`config.mk`:
```
export PLATFORM = sky130hd
export DESIGN_NAME = frc_ctrl
export DESIGN_NICKNAME = d
export VERILOG_FILES = /design/src/verilog/frc_pkg.sv /design/src/verilog/frc_ctrl.sv
export SDC_FILE = /design/constraint.sdc
export NUM_CORES = 1
export LEC_CHECK = 0
export BUFFER_PORTS_ARGS = -buffer_cell sky130_fd_sc_hd__buf_2
export CORE_ASPECT_RATIO = 1.75
export CORE_UTILIZATION = 59
export CTS_BUF_LIST = sky130_fd_sc_hd__clkbuf_8
export DETAILED_ROUTE_END_ITERATION = 8
export PLACE_DENSITY = 0.89
export SKIP_CTS_REPAIR_TIMING = 1
export SYNTH_ARGS = -nofsm -noshare
export SYNTH_HDL_FRONTEND = slang
export SYNTH_SLANG_ARGS = --single-unit
```
`constraint.sdc`:
```
create_clock -name mclk -period 4.05 [get_ports mclk]
set_input_delay 0.81 -clock mclk [delete_from_list [all_inputs] [get_ports mclk]]
set_output_delay 0.81 -clock mclk [all_outputs]
set_load 0.01 [all_outputs]
```
`src/verilog/frc_pkg.sv`:
```
// Constants and types for the disk controller rate, power and reset control
package frc_pkg;
	localparam int          ADDR_W      = 10;
	localparam logic [9:0]  OFF_DOR     = 10'h002;
	localparam logic [9:0]  OFF_MSR_DSR = 10'h004;
	localparam logic [9:0]  OFF_DATA    = 10'h005;
	localparam logic [9:0]  OFF_MODE    = 10'h010;
	localparam logic [9:0]  OFF_CONF    = 10'h011;
	localparam logic [9:0]  OFF_PRECOMP_START_TRACK  = 10'h012;
	localparam logic [9:0]  OFF_STAT    = 10'h013;
	localparam logic [9:0]  OFF_CCR     = 10'h3F7;
	// Rate select and output register fields
	localparam int          DSR_SWRST   = 7;
	localparam int          DSR_LP      = 6;
	localparam int          DSR_PRE_LSB = 2;
	localparam int          DOR_RST     = 2;
	// Mode register fields
	localparam int          MODE_MANLP  = 0;
	localparam int          MODE_AUTOLP = 1;
	localparam int          MODE_FWR    = 2;
	localparam int          MODE_FRD    = 3;
	localparam int          MODE_BST    = 4;
	localparam int          MODE_PERP   = 5;
	localparam int          MODE_LOCK   = 7;
	// Configure register fields
	localparam int          CONF_FIFO   = 0;
	localparam int          CONF_THR    = 1;
	localparam int          CONF_ISEEK  = 5;
	localparam int          CONF_NOPOLL = 6;
	// Values after reset
	localparam logic [7:0]  DOR_RST_VAL  = 8'h00;
	localparam logic [7:0]  DSR_RST_VAL  = 8'h00;
	localparam logic [7:0]  MODE_RST_VAL = 8'h00;
	localparam logic [7:0]  CONF_RST_VAL = 8'h00;
	localparam logic [7:0]  PRECOMP_START_TRACK_RST   = 8'h00;
	localparam logic [7:0]  MSR_BUSY     = 8'h00;
	localparam logic [7:0]  MSR_READY    = 8'h80;
	// Rate codes
	localparam logic [1:0]  RATE_500K = 2'h0;
	localparam logic [1:0]  RATE_300K = 2'h1;
	localparam logic [1:0]  RATE_250K = 2'h2;
	localparam logic [1:0]  RATE_1M   = 2'h3;
	// Relative speed, units of 50 Kbps
	localparam logic [4:0]  SPD_250K = 5'h05;
	localparam logic [4:0]  SPD_300K = 5'h06;
	localparam logic [4:0]  SPD_500K = 5'h0A;
	localparam logic [4:0]  SPD_1M   = 5'h14;
	// Gaps and pre-erase lead, in bytes
	localparam logic [5:0]  GAP_STD   = 6'h16;
	localparam logic [5:0]  GAP_PERP  = 6'h29;
	localparam logic [5:0]  LEAD_1M   = 6'h26;
	localparam logic [5:0]  LEAD_500K = 6'h13;
	localparam logic [5:0]  LEAD_300K = 6'h0C;
	localparam logic [5:0]  LEAD_250K = 6'h0A;
	// Timing
	localparam int          CLK_NS      = 50;
	localparam int          INIT_NS     = 1000;
	localparam int          INIT_CYC    = (INIT_NS + CLK_NS - 1) / CLK_NS;
	localparam int          AUTO_LP_MS  = 500;
	localparam int          AUTO_LP_CYC = AUTO_LP_MS * 1000000 / CLK_NS;
	localparam int          OSC_WAKE_MS = 2;
	localparam int          OSC_CYC     = OSC_WAKE_MS * 1000000 / CLK_NS;

	typedef struct packed {
		logic [ADDR_W-1:0] addr;
		logic [7:0]        wdata;
		logic              wr;
		logic              rd;
	} frc_bus_req_t;

	typedef struct packed {
		logic [1:0] rate;
		logic [4:0] speed;
		logic [3:0] filter;
	} frc_clk_cfg_t;

	typedef struct packed {
		logic       fifo_en;
		logic [3:0] fifo_threshold_param;
		logic       implied_seek;
		logic       poll_en;
		logic       fifo_write_disable;
		logic       fifo_read_disable;
		logic       burst_disable;
		logic       perp_mode;
	} frc_params_t;

	typedef enum logic [1:0] {FRC_INIT, FRC_RUN, FRC_DOWN, FRC_WAKE} frc_state_t;
endpackage

```
`src/verilog/frc_ctrl.sv`:
```
// Rate select, power down and reset sequencing for the disk controller
`timescale 1ns/100ps

// Functional notes
// - Data rate comes from configuration control register bits 1:0; others zero.
// - Rate select register bits 1:0 also set rate, same decoding.
// - Last write to either rate register wins.
// - Engine and separator clock scaling follow the selected rate.
// - Rate indicator pin follows last written rate bit 0.
// - Precompensation defaults after reset, replaceable through rate select register.
// - Precompensation start track resets to zero, set through its own start track register.
// - Rate select bit 6 enters low power one cycle after the bit registers; cleared on exit.
// - Manual low power is OR of register bit and mode bit.
// - Auto low power after 500 ms idle at 500 Kbps, persistent.
// - Power down stops controller clock and clears request-for-master.
// - Software reset through either register leaves power down.
// - Main status or data access wakes; request-for-master zero until stable.
// - Rate, output and configuration registers unaffected by power down.
// - Master reset restores defaults: fifo off, threshold 0, polling on.
// - Rate select reset bit self-clears; output register reset bit holds.
// - Lock keeps fifo, threshold, start track, auto low power and mode fifo/burst settings.
// - Status reads 00h after reset, then 80h within 2.5 us.
// - Registers besides status and data reachable even during reset, except mode, configure and start track writes while a reset is asserted.
// - Perpendicular write gate leads preamble by 38, 19, 12 or 10 bytes, by rate.
// - Perpendicular mode uses 41-byte id-to-data gap instead of 22.
// - Idle reports request-for-master set, data direction clear.
// - Four rates supported, each switching its separator filter.
module frc_ctrl #(
	parameter int AUTO_LP_CYCLES = frc_pkg::AUTO_LP_CYC,
	parameter int OSC_CYCLES     = frc_pkg::OSC_CYC
) (
	// Clock and reset
	input  wire logic                 mclk,
	input  wire logic                 rst_n,
	// Register port
	input  wire frc_pkg::frc_bus_req_t bus,
	output logic [7:0]                rdata,
	// Controller core
	input  wire logic                 core_idle,
	input  wire logic [7:0]           core_msr,
	input  wire logic [7:0]           data_rdata,
	output logic                      data_rd,
	output logic                      data_wr,
	output logic [7:0]                data_wdata,
	output logic                      core_clk_en,
	output logic                      core_rst,
	output logic                      low_power,
	output frc_pkg::frc_clk_cfg_t     clk_cfg,
	output frc_pkg::frc_params_t      params,
	output logic [2:0]                precomp_sel,
	output logic [7:0]                precomp_start_track,
	output logic [5:0]                id_to_data_gap,
	// Disk side
	input  wire logic                 write_req,
	input  wire logic [7:0]           bytes_to_preamble,
	output logic                      write_gate_output,
	output logic                      rate_indicator_pin,
	output logic [7:0]                drive_ctrl
);
	localparam logic [31:0] AUTO_LIM = 32'(AUTO_LP_CYCLES) * 32'd10;

	frc_pkg::frc_state_t st_ff, nxt_st;
	logic [31:0]         cnt_ff, nxt_cnt;
	logic [31:0]         idle_cnt_ff, nxt_idle_cnt;
	logic                wg_ff, nxt_wg;
	logic [7:0]          dor_ff, nxt_dor;
	logic [1:0]          rate_ff, nxt_rate;
	logic [2:0]          pre_ff, nxt_pre;
	logic                dsr_lp_ff, nxt_dsr_lp;
	logic [7:0]          mode_ff, nxt_mode;
	logic [7:0]          conf_ff, nxt_conf;
	logic [7:0]          precomp_start_track_ff, nxt_precomp_start_track;
	logic [7:0]          rdata_ff, nxt_rdata;

	logic       dsr_wr, ccr_wr, dsr_rst, sw_rst, touch, man_req, auto_hit, lock;
	logic [4:0] speed;
	logic [3:0] filt;
	logic [5:0] lead;

	assign dsr_wr  = bus.wr && bus.addr == frc_pkg::OFF_MSR_DSR;
	assign ccr_wr  = bus.wr && bus.addr == frc_pkg::OFF_CCR;
	// rate select reset is a one-cycle pulse
	assign dsr_rst = dsr_wr && bus.wdata[frc_pkg::DSR_SWRST];
	// output register reset holds until cleared
	assign sw_rst  = dsr_rst || dor_ff[frc_pkg::DOR_RST];
	// status read or data access wakes the part
	assign touch   = (bus.rd && bus.addr == frc_pkg::OFF_MSR_DSR) ||
	                 ((bus.rd || bus.wr) && bus.addr == frc_pkg::OFF_DATA);
	// manual request is OR of both sources
	assign man_req = dsr_lp_ff || mode_ff[frc_pkg::MODE_MANLP];
	assign lock    = mode_ff[frc_pkg::MODE_LOCK];

	// fixed code table for both registers
	always_comb begin
		case (rate_ff)
			frc_pkg::RATE_500K: begin
				speed = frc_pkg::SPD_500K;
				lead  = frc_pkg::LEAD_500K;
				filt  = 4'h1;
			end
			frc_pkg::RATE_300K: begin
				speed = frc_pkg::SPD_300K;
				lead  = frc_pkg::LEAD_300K;
				filt  = 4'h2;
			end
			frc_pkg::RATE_250K: begin
				speed = frc_pkg::SPD_250K;
				lead  = frc_pkg::LEAD_250K;
				filt  = 4'h4;
			end
			default: begin
				speed = frc_pkg::SPD_1M;
				lead  = frc_pkg::LEAD_1M;
				filt  = 4'h8;
			end
		endcase
	end

	// fires once per idle entry; holds at limit until idle ends
	// counter steps by rate weight, so 500 Kbps gives nominal delay
	assign auto_hit = st_ff == frc_pkg::FRC_RUN && mode_ff[frc_pkg::MODE_AUTOLP] && core_idle &&
	                  idle_cnt_ff < AUTO_LIM && idle_cnt_ff + 32'(speed) >= AUTO_LIM;

	// Sequencer next state
	always_comb begin
		nxt_st       = st_ff;
		nxt_cnt      = cnt_ff;
		nxt_idle_cnt = idle_cnt_ff;
		if (!core_idle || !mode_ff[frc_pkg::MODE_AUTOLP]) begin
			nxt_idle_cnt = 32'h0;
		end else if (st_ff == frc_pkg::FRC_RUN && idle_cnt_ff < AUTO_LIM) begin
			nxt_idle_cnt = idle_cnt_ff + 32'(speed);
		end
		case (st_ff)
			frc_pkg::FRC_INIT: begin
				if (sw_rst) begin
					nxt_cnt = 32'h0;
				end else if (cnt_ff >= 32'(frc_pkg::INIT_CYC - 1)) begin
					nxt_st  = frc_pkg::FRC_RUN;
					nxt_cnt = 32'h0;
				end else begin
					nxt_cnt = cnt_ff + 32'h1;
				end
			end
			frc_pkg::FRC_RUN: begin
				if (sw_rst) begin
					nxt_st  = frc_pkg::FRC_INIT;
					nxt_cnt = 32'h0;
				end else if (man_req || auto_hit) begin
					nxt_st = frc_pkg::FRC_DOWN;
				end
			end
			frc_pkg::FRC_DOWN: begin
				if (sw_rst) begin
					nxt_st  = frc_pkg::FRC_INIT;
					nxt_cnt = 32'h0;
				end else if (touch) begin
					nxt_st  = frc_pkg::FRC_WAKE;
					nxt_cnt = 32'h0;
				end
			end
			frc_pkg::FRC_WAKE: begin
				if (sw_rst) begin
					nxt_st  = frc_pkg::FRC_INIT;
					nxt_cnt = 32'h0;
				end else if (cnt_ff >= 32'(OSC_CYCLES - 1)) begin
					nxt_st  = frc_pkg::FRC_RUN;
					nxt_cnt = 32'h0;
				end else begin
					nxt_cnt = cnt_ff + 32'h1;
				end
			end
			default: begin
				nxt_st  = frc_pkg::FRC_INIT;
				nxt_cnt = 32'h0;
			end
		endcase
		// gate opens early by pre-erase lead in perpendicular mode
		nxt_wg = write_req && core_clk_en && bytes_to_preamble <=
		         {2'h0, mode_ff[frc_pkg::MODE_PERP] ? lead : 6'h0};
	end

	// master reset returns sequencer to settle state
	always_ff @(posedge mclk or negedge rst_n) begin
		if (!rst_n) begin
			st_ff       <= frc_pkg::FRC_INIT;
			cnt_ff      <= 32'h0;
			idle_cnt_ff <= 32'h0;
			wg_ff       <= 1'b0;
		end else begin
			st_ff       <= nxt_st;
			cnt_ff      <= nxt_cnt;
			idle_cnt_ff <= nxt_idle_cnt;
			wg_ff       <= nxt_wg;
		end
	end

	// Register file next state
	always_comb begin
		nxt_dor    = dor_ff;
		nxt_rate   = rate_ff;
		nxt_pre    = pre_ff;
		nxt_dsr_lp = dsr_lp_ff;
		nxt_mode   = mode_ff;
		nxt_conf   = conf_ff;
		nxt_precomp_start_track = precomp_start_track_ff;
		nxt_rdata  = 8'h00;
		// low power bits drop on exit; a new set wins
		if (st_ff == frc_pkg::FRC_DOWN && (touch || sw_rst)) begin
			nxt_dsr_lp                  = 1'b0;
			nxt_mode[frc_pkg::MODE_MANLP] = 1'b0;
		end
		// lock keeps listed parameters, others return to defaults
		if (sw_rst) begin
			nxt_mode = frc_pkg::MODE_RST_VAL;
			nxt_mode[frc_pkg::MODE_LOCK] = lock;
			nxt_conf = frc_pkg::CONF_RST_VAL;
			nxt_precomp_start_track = frc_pkg::PRECOMP_START_TRACK_RST;
			if (lock) begin
				nxt_mode[frc_pkg::MODE_BST:frc_pkg::MODE_FWR] =
					mode_ff[frc_pkg::MODE_BST:frc_pkg::MODE_FWR];
				nxt_mode[frc_pkg::MODE_AUTOLP] = mode_ff[frc_pkg::MODE_AUTOLP];
				nxt_conf[frc_pkg::CONF_THR+3:frc_pkg::CONF_FIFO] =
					conf_ff[frc_pkg::CONF_THR+3:frc_pkg::CONF_FIFO];
				nxt_precomp_start_track = precomp_start_track_ff;
			end
		end
		// these writes are taken in any state
		if (bus.wr) begin
			case (bus.addr)
				frc_pkg::OFF_DOR: nxt_dor = bus.wdata;
				frc_pkg::OFF_MSR_DSR: begin
					// rate select register carries rate too
					nxt_rate   = bus.wdata[1:0];
					nxt_pre    = bus.wdata[frc_pkg::DSR_PRE_LSB+2:frc_pkg::DSR_PRE_LSB];
					nxt_dsr_lp = bus.wdata[frc_pkg::DSR_LP];
				end
				// only bits 1:0 of configuration control used
				frc_pkg::OFF_CCR: nxt_rate = bus.wdata[1:0];
				frc_pkg::OFF_MODE: begin
					if (!sw_rst) begin
						nxt_mode = bus.wdata;
					end
				end
				frc_pkg::OFF_CONF: begin
					if (!sw_rst) begin
						nxt_conf = bus.wdata;
					end
				end
				frc_pkg::OFF_PRECOMP_START_TRACK: begin
					if (!sw_rst) begin
						nxt_precomp_start_track = bus.wdata;
					end
				end
				default: nxt_rdata = 8'h00;
			endcase
		end
		if (bus.rd) begin
			case (bus.addr)
				frc_pkg::OFF_DOR: nxt_rdata = dor_ff;
				frc_pkg::OFF_MSR_DSR: begin
					// 00h during settle, 80h once ready
					// idle shows request set, direction clear
					if (st_ff != frc_pkg::FRC_RUN) begin
						nxt_rdata = frc_pkg::MSR_BUSY;
					end else if (core_idle) begin
						nxt_rdata = frc_pkg::MSR_READY;
					end else begin
						nxt_rdata = core_msr;
					end
				end
				frc_pkg::OFF_DATA: begin
					if (st_ff == frc_pkg::FRC_RUN) begin
						nxt_rdata = data_rdata;
					end
				end
				frc_pkg::OFF_MODE:   nxt_rdata = mode_ff;
				frc_pkg::OFF_CONF:   nxt_rdata = conf_ff;
				frc_pkg::OFF_PRECOMP_START_TRACK: nxt_rdata = precomp_start_track_ff;
				frc_pkg::OFF_STAT: begin
					nxt_rdata = {st_ff == frc_pkg::FRC_DOWN, st_ff == frc_pkg::FRC_WAKE,
					             st_ff == frc_pkg::FRC_INIT, pre_ff, rate_ff};
				end
				default: nxt_rdata = 8'h00;
			endcase
		end
	end

	// defaults: fifo off, threshold zero, polling on
	always_ff @(posedge mclk or negedge rst_n) begin
		if (!rst_n) begin
			dor_ff    <= frc_pkg::DOR_RST_VAL;
			rate_ff   <= frc_pkg::DSR_RST_VAL[1:0];
			pre_ff    <= frc_pkg::DSR_RST_VAL[frc_pkg::DSR_PRE_LSB+2:frc_pkg::DSR_PRE_LSB];
			dsr_lp_ff <= 1'b0;
			mode_ff   <= frc_pkg::MODE_RST_VAL;
			conf_ff   <= frc_pkg::CONF_RST_VAL;
			precomp_start_track_ff <= frc_pkg::PRECOMP_START_TRACK_RST;
			rdata_ff  <= 8'h00;
		end else begin
			dor_ff    <= nxt_dor;
			rate_ff   <= nxt_rate;
			pre_ff    <= nxt_pre;
			dsr_lp_ff <= nxt_dsr_lp;
			mode_ff   <= nxt_mode;
			conf_ff   <= nxt_conf;
			precomp_start_track_ff <= nxt_precomp_start_track;
			rdata_ff  <= nxt_rdata;
		end
	end

	// Data strobes pass only while running; reset blocks the fifo path
	assign data_rd     = bus.rd && bus.addr == frc_pkg::OFF_DATA && st_ff == frc_pkg::FRC_RUN;
	assign data_wr     = bus.wr && bus.addr == frc_pkg::OFF_DATA && st_ff == frc_pkg::FRC_RUN;
	assign data_wdata  = bus.wdata;
	assign rdata       = rdata_ff;
	// clock stopped in power down and during oscillator wait
	assign core_clk_en = st_ff == frc_pkg::FRC_RUN || st_ff == frc_pkg::FRC_INIT;
	assign core_rst    = st_ff == frc_pkg::FRC_INIT;
	assign low_power   = st_ff == frc_pkg::FRC_DOWN || st_ff == frc_pkg::FRC_WAKE;
	assign clk_cfg     = '{rate: rate_ff, speed: speed, filter: filt};
	assign params      = '{fifo_en: conf_ff[frc_pkg::CONF_FIFO],
	                       fifo_threshold_param: conf_ff[frc_pkg::CONF_THR+3:frc_pkg::CONF_THR],
	                       implied_seek: conf_ff[frc_pkg::CONF_ISEEK],
	                       poll_en: !conf_ff[frc_pkg::CONF_NOPOLL],
	                       fifo_write_disable: mode_ff[frc_pkg::MODE_FWR],
	                       fifo_read_disable: mode_ff[frc_pkg::MODE_FRD],
	                       burst_disable: mode_ff[frc_pkg::MODE_BST],
	                       perp_mode: mode_ff[frc_pkg::MODE_PERP]};
	assign precomp_sel         = pre_ff;
	assign precomp_start_track = precomp_start_track_ff;
	assign id_to_data_gap = mode_ff[frc_pkg::MODE_PERP] ? frc_pkg::GAP_PERP : frc_pkg::GAP_STD;
	assign write_gate_output = wg_ff;
	// pin follows last written rate bit 0
	assign rate_indicator_pin = rate_ff[0];
	// Motors and selects stay as software left them in power down
	assign drive_ctrl = dor_ff;
endmodule

```
==> PnR_summary.wiki <==
{| class="wikitable"
! Metric !! Value
|-
| Area growth from synthesis to layout || 12.7%
|-
| Path type of the worst setup path || reg -> reg
|-
| Sinks on the clock net || roughly 110
|-
| Min Clock Period, post-route || approximately 3500 ps
|-
| Vertical die dimension || 144 µm
|-
| GR peak layer || met2
|-
| Total of flip-flops plus latches after synthesis || ~110
|-
| Post-route fraction of the period consumed by the critical path || 0.857
|-
| First-pass detailed-route iteration total || 5
|-
| Final number of setup-violating endpoints || 0
|-
| Portion of synthesized cell area occupied by the leading cell type || 0.416
|-
| TritonCTS clock tree || done
|-
| Count of synthesis-stage warnings from yosys || 0
|-
| Root buffer selected by CTS || clkbuf_8
|-
| I/O Pins || roughly 120
|-
| Net Switching || between 600 and 700 µW
|-
| First-pass GRT wire length || between 20,000 and 30,000 µm
|-
| Net count of the finished layout || ~890
|-
| Achievable frequency || roughly 290 MHz
|-
| Clock slew seen by the registers of the worst setup and hold paths || approximately 80 ps
|-
| Syn Std Cell Area || about 0.0068 mm²
|-
| Via count of the first global-routing pass || 5,884
|-
| Top FF cell, synth || dfrtp_1
|-
| Hold slack || 421 ps
|-
| Residual DRC count || 0
|-
| Routed via count divided by cell count || 6.26
|-
| Slew at the pin with the worst max-slew slack || between 900 and 1000 ps
|-
| Number of routed nets with antenna violations || 0
|-
| Synthesized area per cell || 9.32 µm²
|-
| Cell type with the largest total area after synthesis || dfrtp_1
|-
| # fillers || roughly 860
|-
| Ratio of total power to cell area || a little over 300 mW/mm²
|-
| RSZ-0062 raised after global routing || false
|-
| Internal power || about 1700 µW
|-
| Number of synthesized flops with an enable pin || 0
|-
| Crit path setup slack, layout || 581 ps
|-
| Area taken by multi-input logic gates || around 0.0036 mm²
|-
| Clock Power Share || 0.414
|-
| Post-synthesis cell type count || 79
|-
| Design Area, Final || about 0.0077 mm²
|-
| Number of antenna violations at the first check in global routing || 0
|-
| Gr usage total || 0.304
|-
| Core outline area || around 0.011 mm²
|-
| Reg2reg path depth || 12
|-
| Register cell area after layout || between 0.002 and 0.003 mm²
|-
| Arrival time at the worst endpoint || around 3800 ps
|-
| Post-Syn Instances || 730
|-
| Sw Share || 0.275
|-
| Nature of the critical path endpoint || register
|-
| Synthesized netlist net count || between 700 and 800
|-
| Die extent in x || slightly above 80 µm
|-
| Flop2flop setup slack || ~580 ps
|-
| Share of layout cells above drive strength 1 || 0.243
|-
| Post-synth ARST share || 1.00
|-
| Fraction of the core area covered by cells at the end of the flow || 0.687
|-
| Max capacitance violation total || 0
|-
| Final Hold Viols || 0
|-
| DR vias || 6,039
|-
| Placed Instance Area || between 0.007 and 0.008 mm²
|-
| Effective utilization at floorplan || 0.609
|-
| H-tree level count || 4
|-
| Routed WL per cell || 18.4 µm
|-
| Number of buffer cells added on primary ports || ~120
|-
| Fraction of power consumed by combinational cells || 0.087
|-
| Met1 capacity usage during global routing || 0.323
|-
| Pin count of the biggest net entering global routing || 61
|-
| HP Class || in -> async
|-
| Max Transition Viols Final || 0
|-
| CTS max path bufs || 2
|-
| Category of the worst setup path launch point || register
|-
| Cell types with the largest area share after synthesis || dfrtp_1 (42%), nor2_1 (6.8%), mux2i_1 (5.6%)
|-
| Share of total power in sequential cells || 0.500
|-
| Worst slack, placed || ~600 ps
|-
| Accumulated negative setup slack || 0 ps
|-
| Required time at the endpoint of the critical path || between 4000 and 5000 ps
|-
| GR Layer Usage met3 || 0.0548
|-
| IR Drop Worst-Case VDD || 0.316 mV
|-
| GR Util met2 || 0.565
|-
| Starting DRC count in detailed routing || roughly 370
|-
| Final Routed Wirelength || between 15,000 and 20,000 µm
|-
| Later-pin clock latency in the skew report || roughly 440 ps
|-
| Relative slew slack || 0.342
|-
| Number of antenna cells inserted || 0
|-
| Endpoint of the lowest-slack register-to-register path || st_ff[1]$_DFFE_PN0P_
|-
| Std cell rows || 51
|-
| Worst Path Max Fanout || 10
|-
| Fin Clk Skew || about 10 ps
|-
| Total congestion overflow after global routing || 0
|-
| DIE AREA || 0.0120 mm²
|-
| Run status || finished, final reports clean
|-
| Startpoint of the worst register-to-register path || rate_ff[1]$_DFFE_PN0P_
|-
| GP Congestion || 0.928
|-
| Number of buffers created by CTS || 17
|-
| Half-perimeter wire length after placement || around 13,000 µm
|-
| Leakage || between 0.003 and 0.004 µW
|-
| Part of the Yosys area used for sequential elements || 0.416
|}
through the flow:
stage	total power [µW]	std cells
global route	2480	964
finish	2380	964
CTS	2390	964
detailed placement	1420	933
floorplan	1320	730
global placement	1410	933
how the worst max path moves through the flow:
stage / start / to / cells after the start
after detailed placement: rate_ff[1]$_DFFE_PN0P_ / st_ff[1]$_DFFE_PN0P_ / 12
after CTS: rate_ff[1]$_DFFE_PN0P_ / st_ff[1]$_DFFE_PN0P_ / 12
after global routing: rate_ff[1]$_DFFE_PN0P_ / st_ff[1]$_DFFE_PN0P_ / 13
final: rate_ff[1]$_DFFE_PN0P_ / st_ff[1]$_DFFE_PN0P_ / 12
after global placement: bus[17] / data_wr / 6
after floorplan: rate_ff[1]$_DFFE_PN0P_ / st_ff[1]$_DFFE_PN0P_ / 13
worst max-delay path, cell delays in order (launching register included):
cell,delay [ps]
dfrtp_1,460
inv_1,130
ha_1,280
inv_1,110
ha_1,420
a21oi_1,150
o21ai_2,400
nand3_1,160
nor3b_1,180
a311o_1,320
a2111oi_2,290
o32ai_1,180
a32o_2,280
logic make-up (layout without fill, tap and decap cells):
| kind of cell | Yosys count | in the layout | synth area share |
|---|---|---|---|
| simple gates | 311 | 311 | 0.239 |
| compound gates | 129 | 129 | 0.129 |
| flops | 113 | 113 | 0.416 |
| buf+inv | 75 | 177 | 0.0612 |
| mux | 53 | 53 | 0.0807 |
| xor+xnor | 31 | 31 | 0.0399 |
| fa+ha+maj | 18 | 18 | 0.0342 |
layer usage:
| layer | share of wire | vias to the layer above |
|---|---|---|
| met5 | 0 | - |
| met4 | 0.047 | 0 |
| met3 | 0.060 | 74 |
| met2 | 0.54 | 290 |
| met1 | 0.36 | 2909 |
| li1 | - | 2766 |
cells in the final DEF, fill, tap and decap left out, types with 10 or more instances in the layout:
master	instances
a21oi_1	25
o21ai_0	20
xor2_1	14
inv_1	19
nand3_1	20
nand4_1	16
buf_4	10
nand2_1	46
mux2_2	14
mux2i_1	38
o22ai_1	10
dfrtp_1	113
nor2_1	124
nor2b_1	12
ha_1	17
buf_2	116
a211oi_1	12
and3_1	16
xnor2_1	17
nor4_1	11
clkbuf_8	17
power by group through the flow:
stage                     sequential [µW]  combinational, µW  clock (µW)
after CTS                            1190                208         996
after floorplan                      1210                119           0
final                                1190                206         986
after global routing                 1190                234        1050
after global placement               1210                202           0
after detailed placement             1210                207           0
area by class of cell:
type	instances	area share
multi-input combinational	542	0.464
sequential	113	0.369
timing repair buffer	127	0.0881
clock buffer	17	0.0305
tap	132	0.0215
clock inverter	14	0.0176
inverter	19	0.00930
synth_stat cells (all sizes together), types with 4 or more instances:
| cell type | n |
|---|---|
| o31ai | 4 |
| mux2 | 15 |
| nor4 | 13 |
| o22ai | 10 |
| a31oi | 8 |
| or3 | 5 |
| nand2 | 46 |
| nand3 | 23 |
| a211oi | 12 |
| and2 | 4 |
| buf | 42 |
| dfrtp | 113 |
| xnor2 | 17 |
| nor2 | 128 |
| or2 | 5 |
| o21ai | 29 |
| nor3 | 12 |
| inv | 19 |
| a21oi | 25 |
| ha | 17 |
| a22oi | 7 |
| nand2b | 10 |
| mux2i | 38 |
| and3 | 18 |
| nand4 | 16 |
| xor2 | 14 |
| nor2b | 12 |
| clkbuf | 14 |
state kept, by name, summed over array words and instances, names as in the netlist:
signal,count
rate_ff,2
conf_ff,8
cnt_ff,32
dsr_lp_ff,1
mode_ff,8
st_ff,2
rdata,8
precomp_sel,3
drive_ctrl,8
write_gate_output,1
precomp_start_track,8
idle_cnt_ff,32
(Power assumes the default switching activity.)
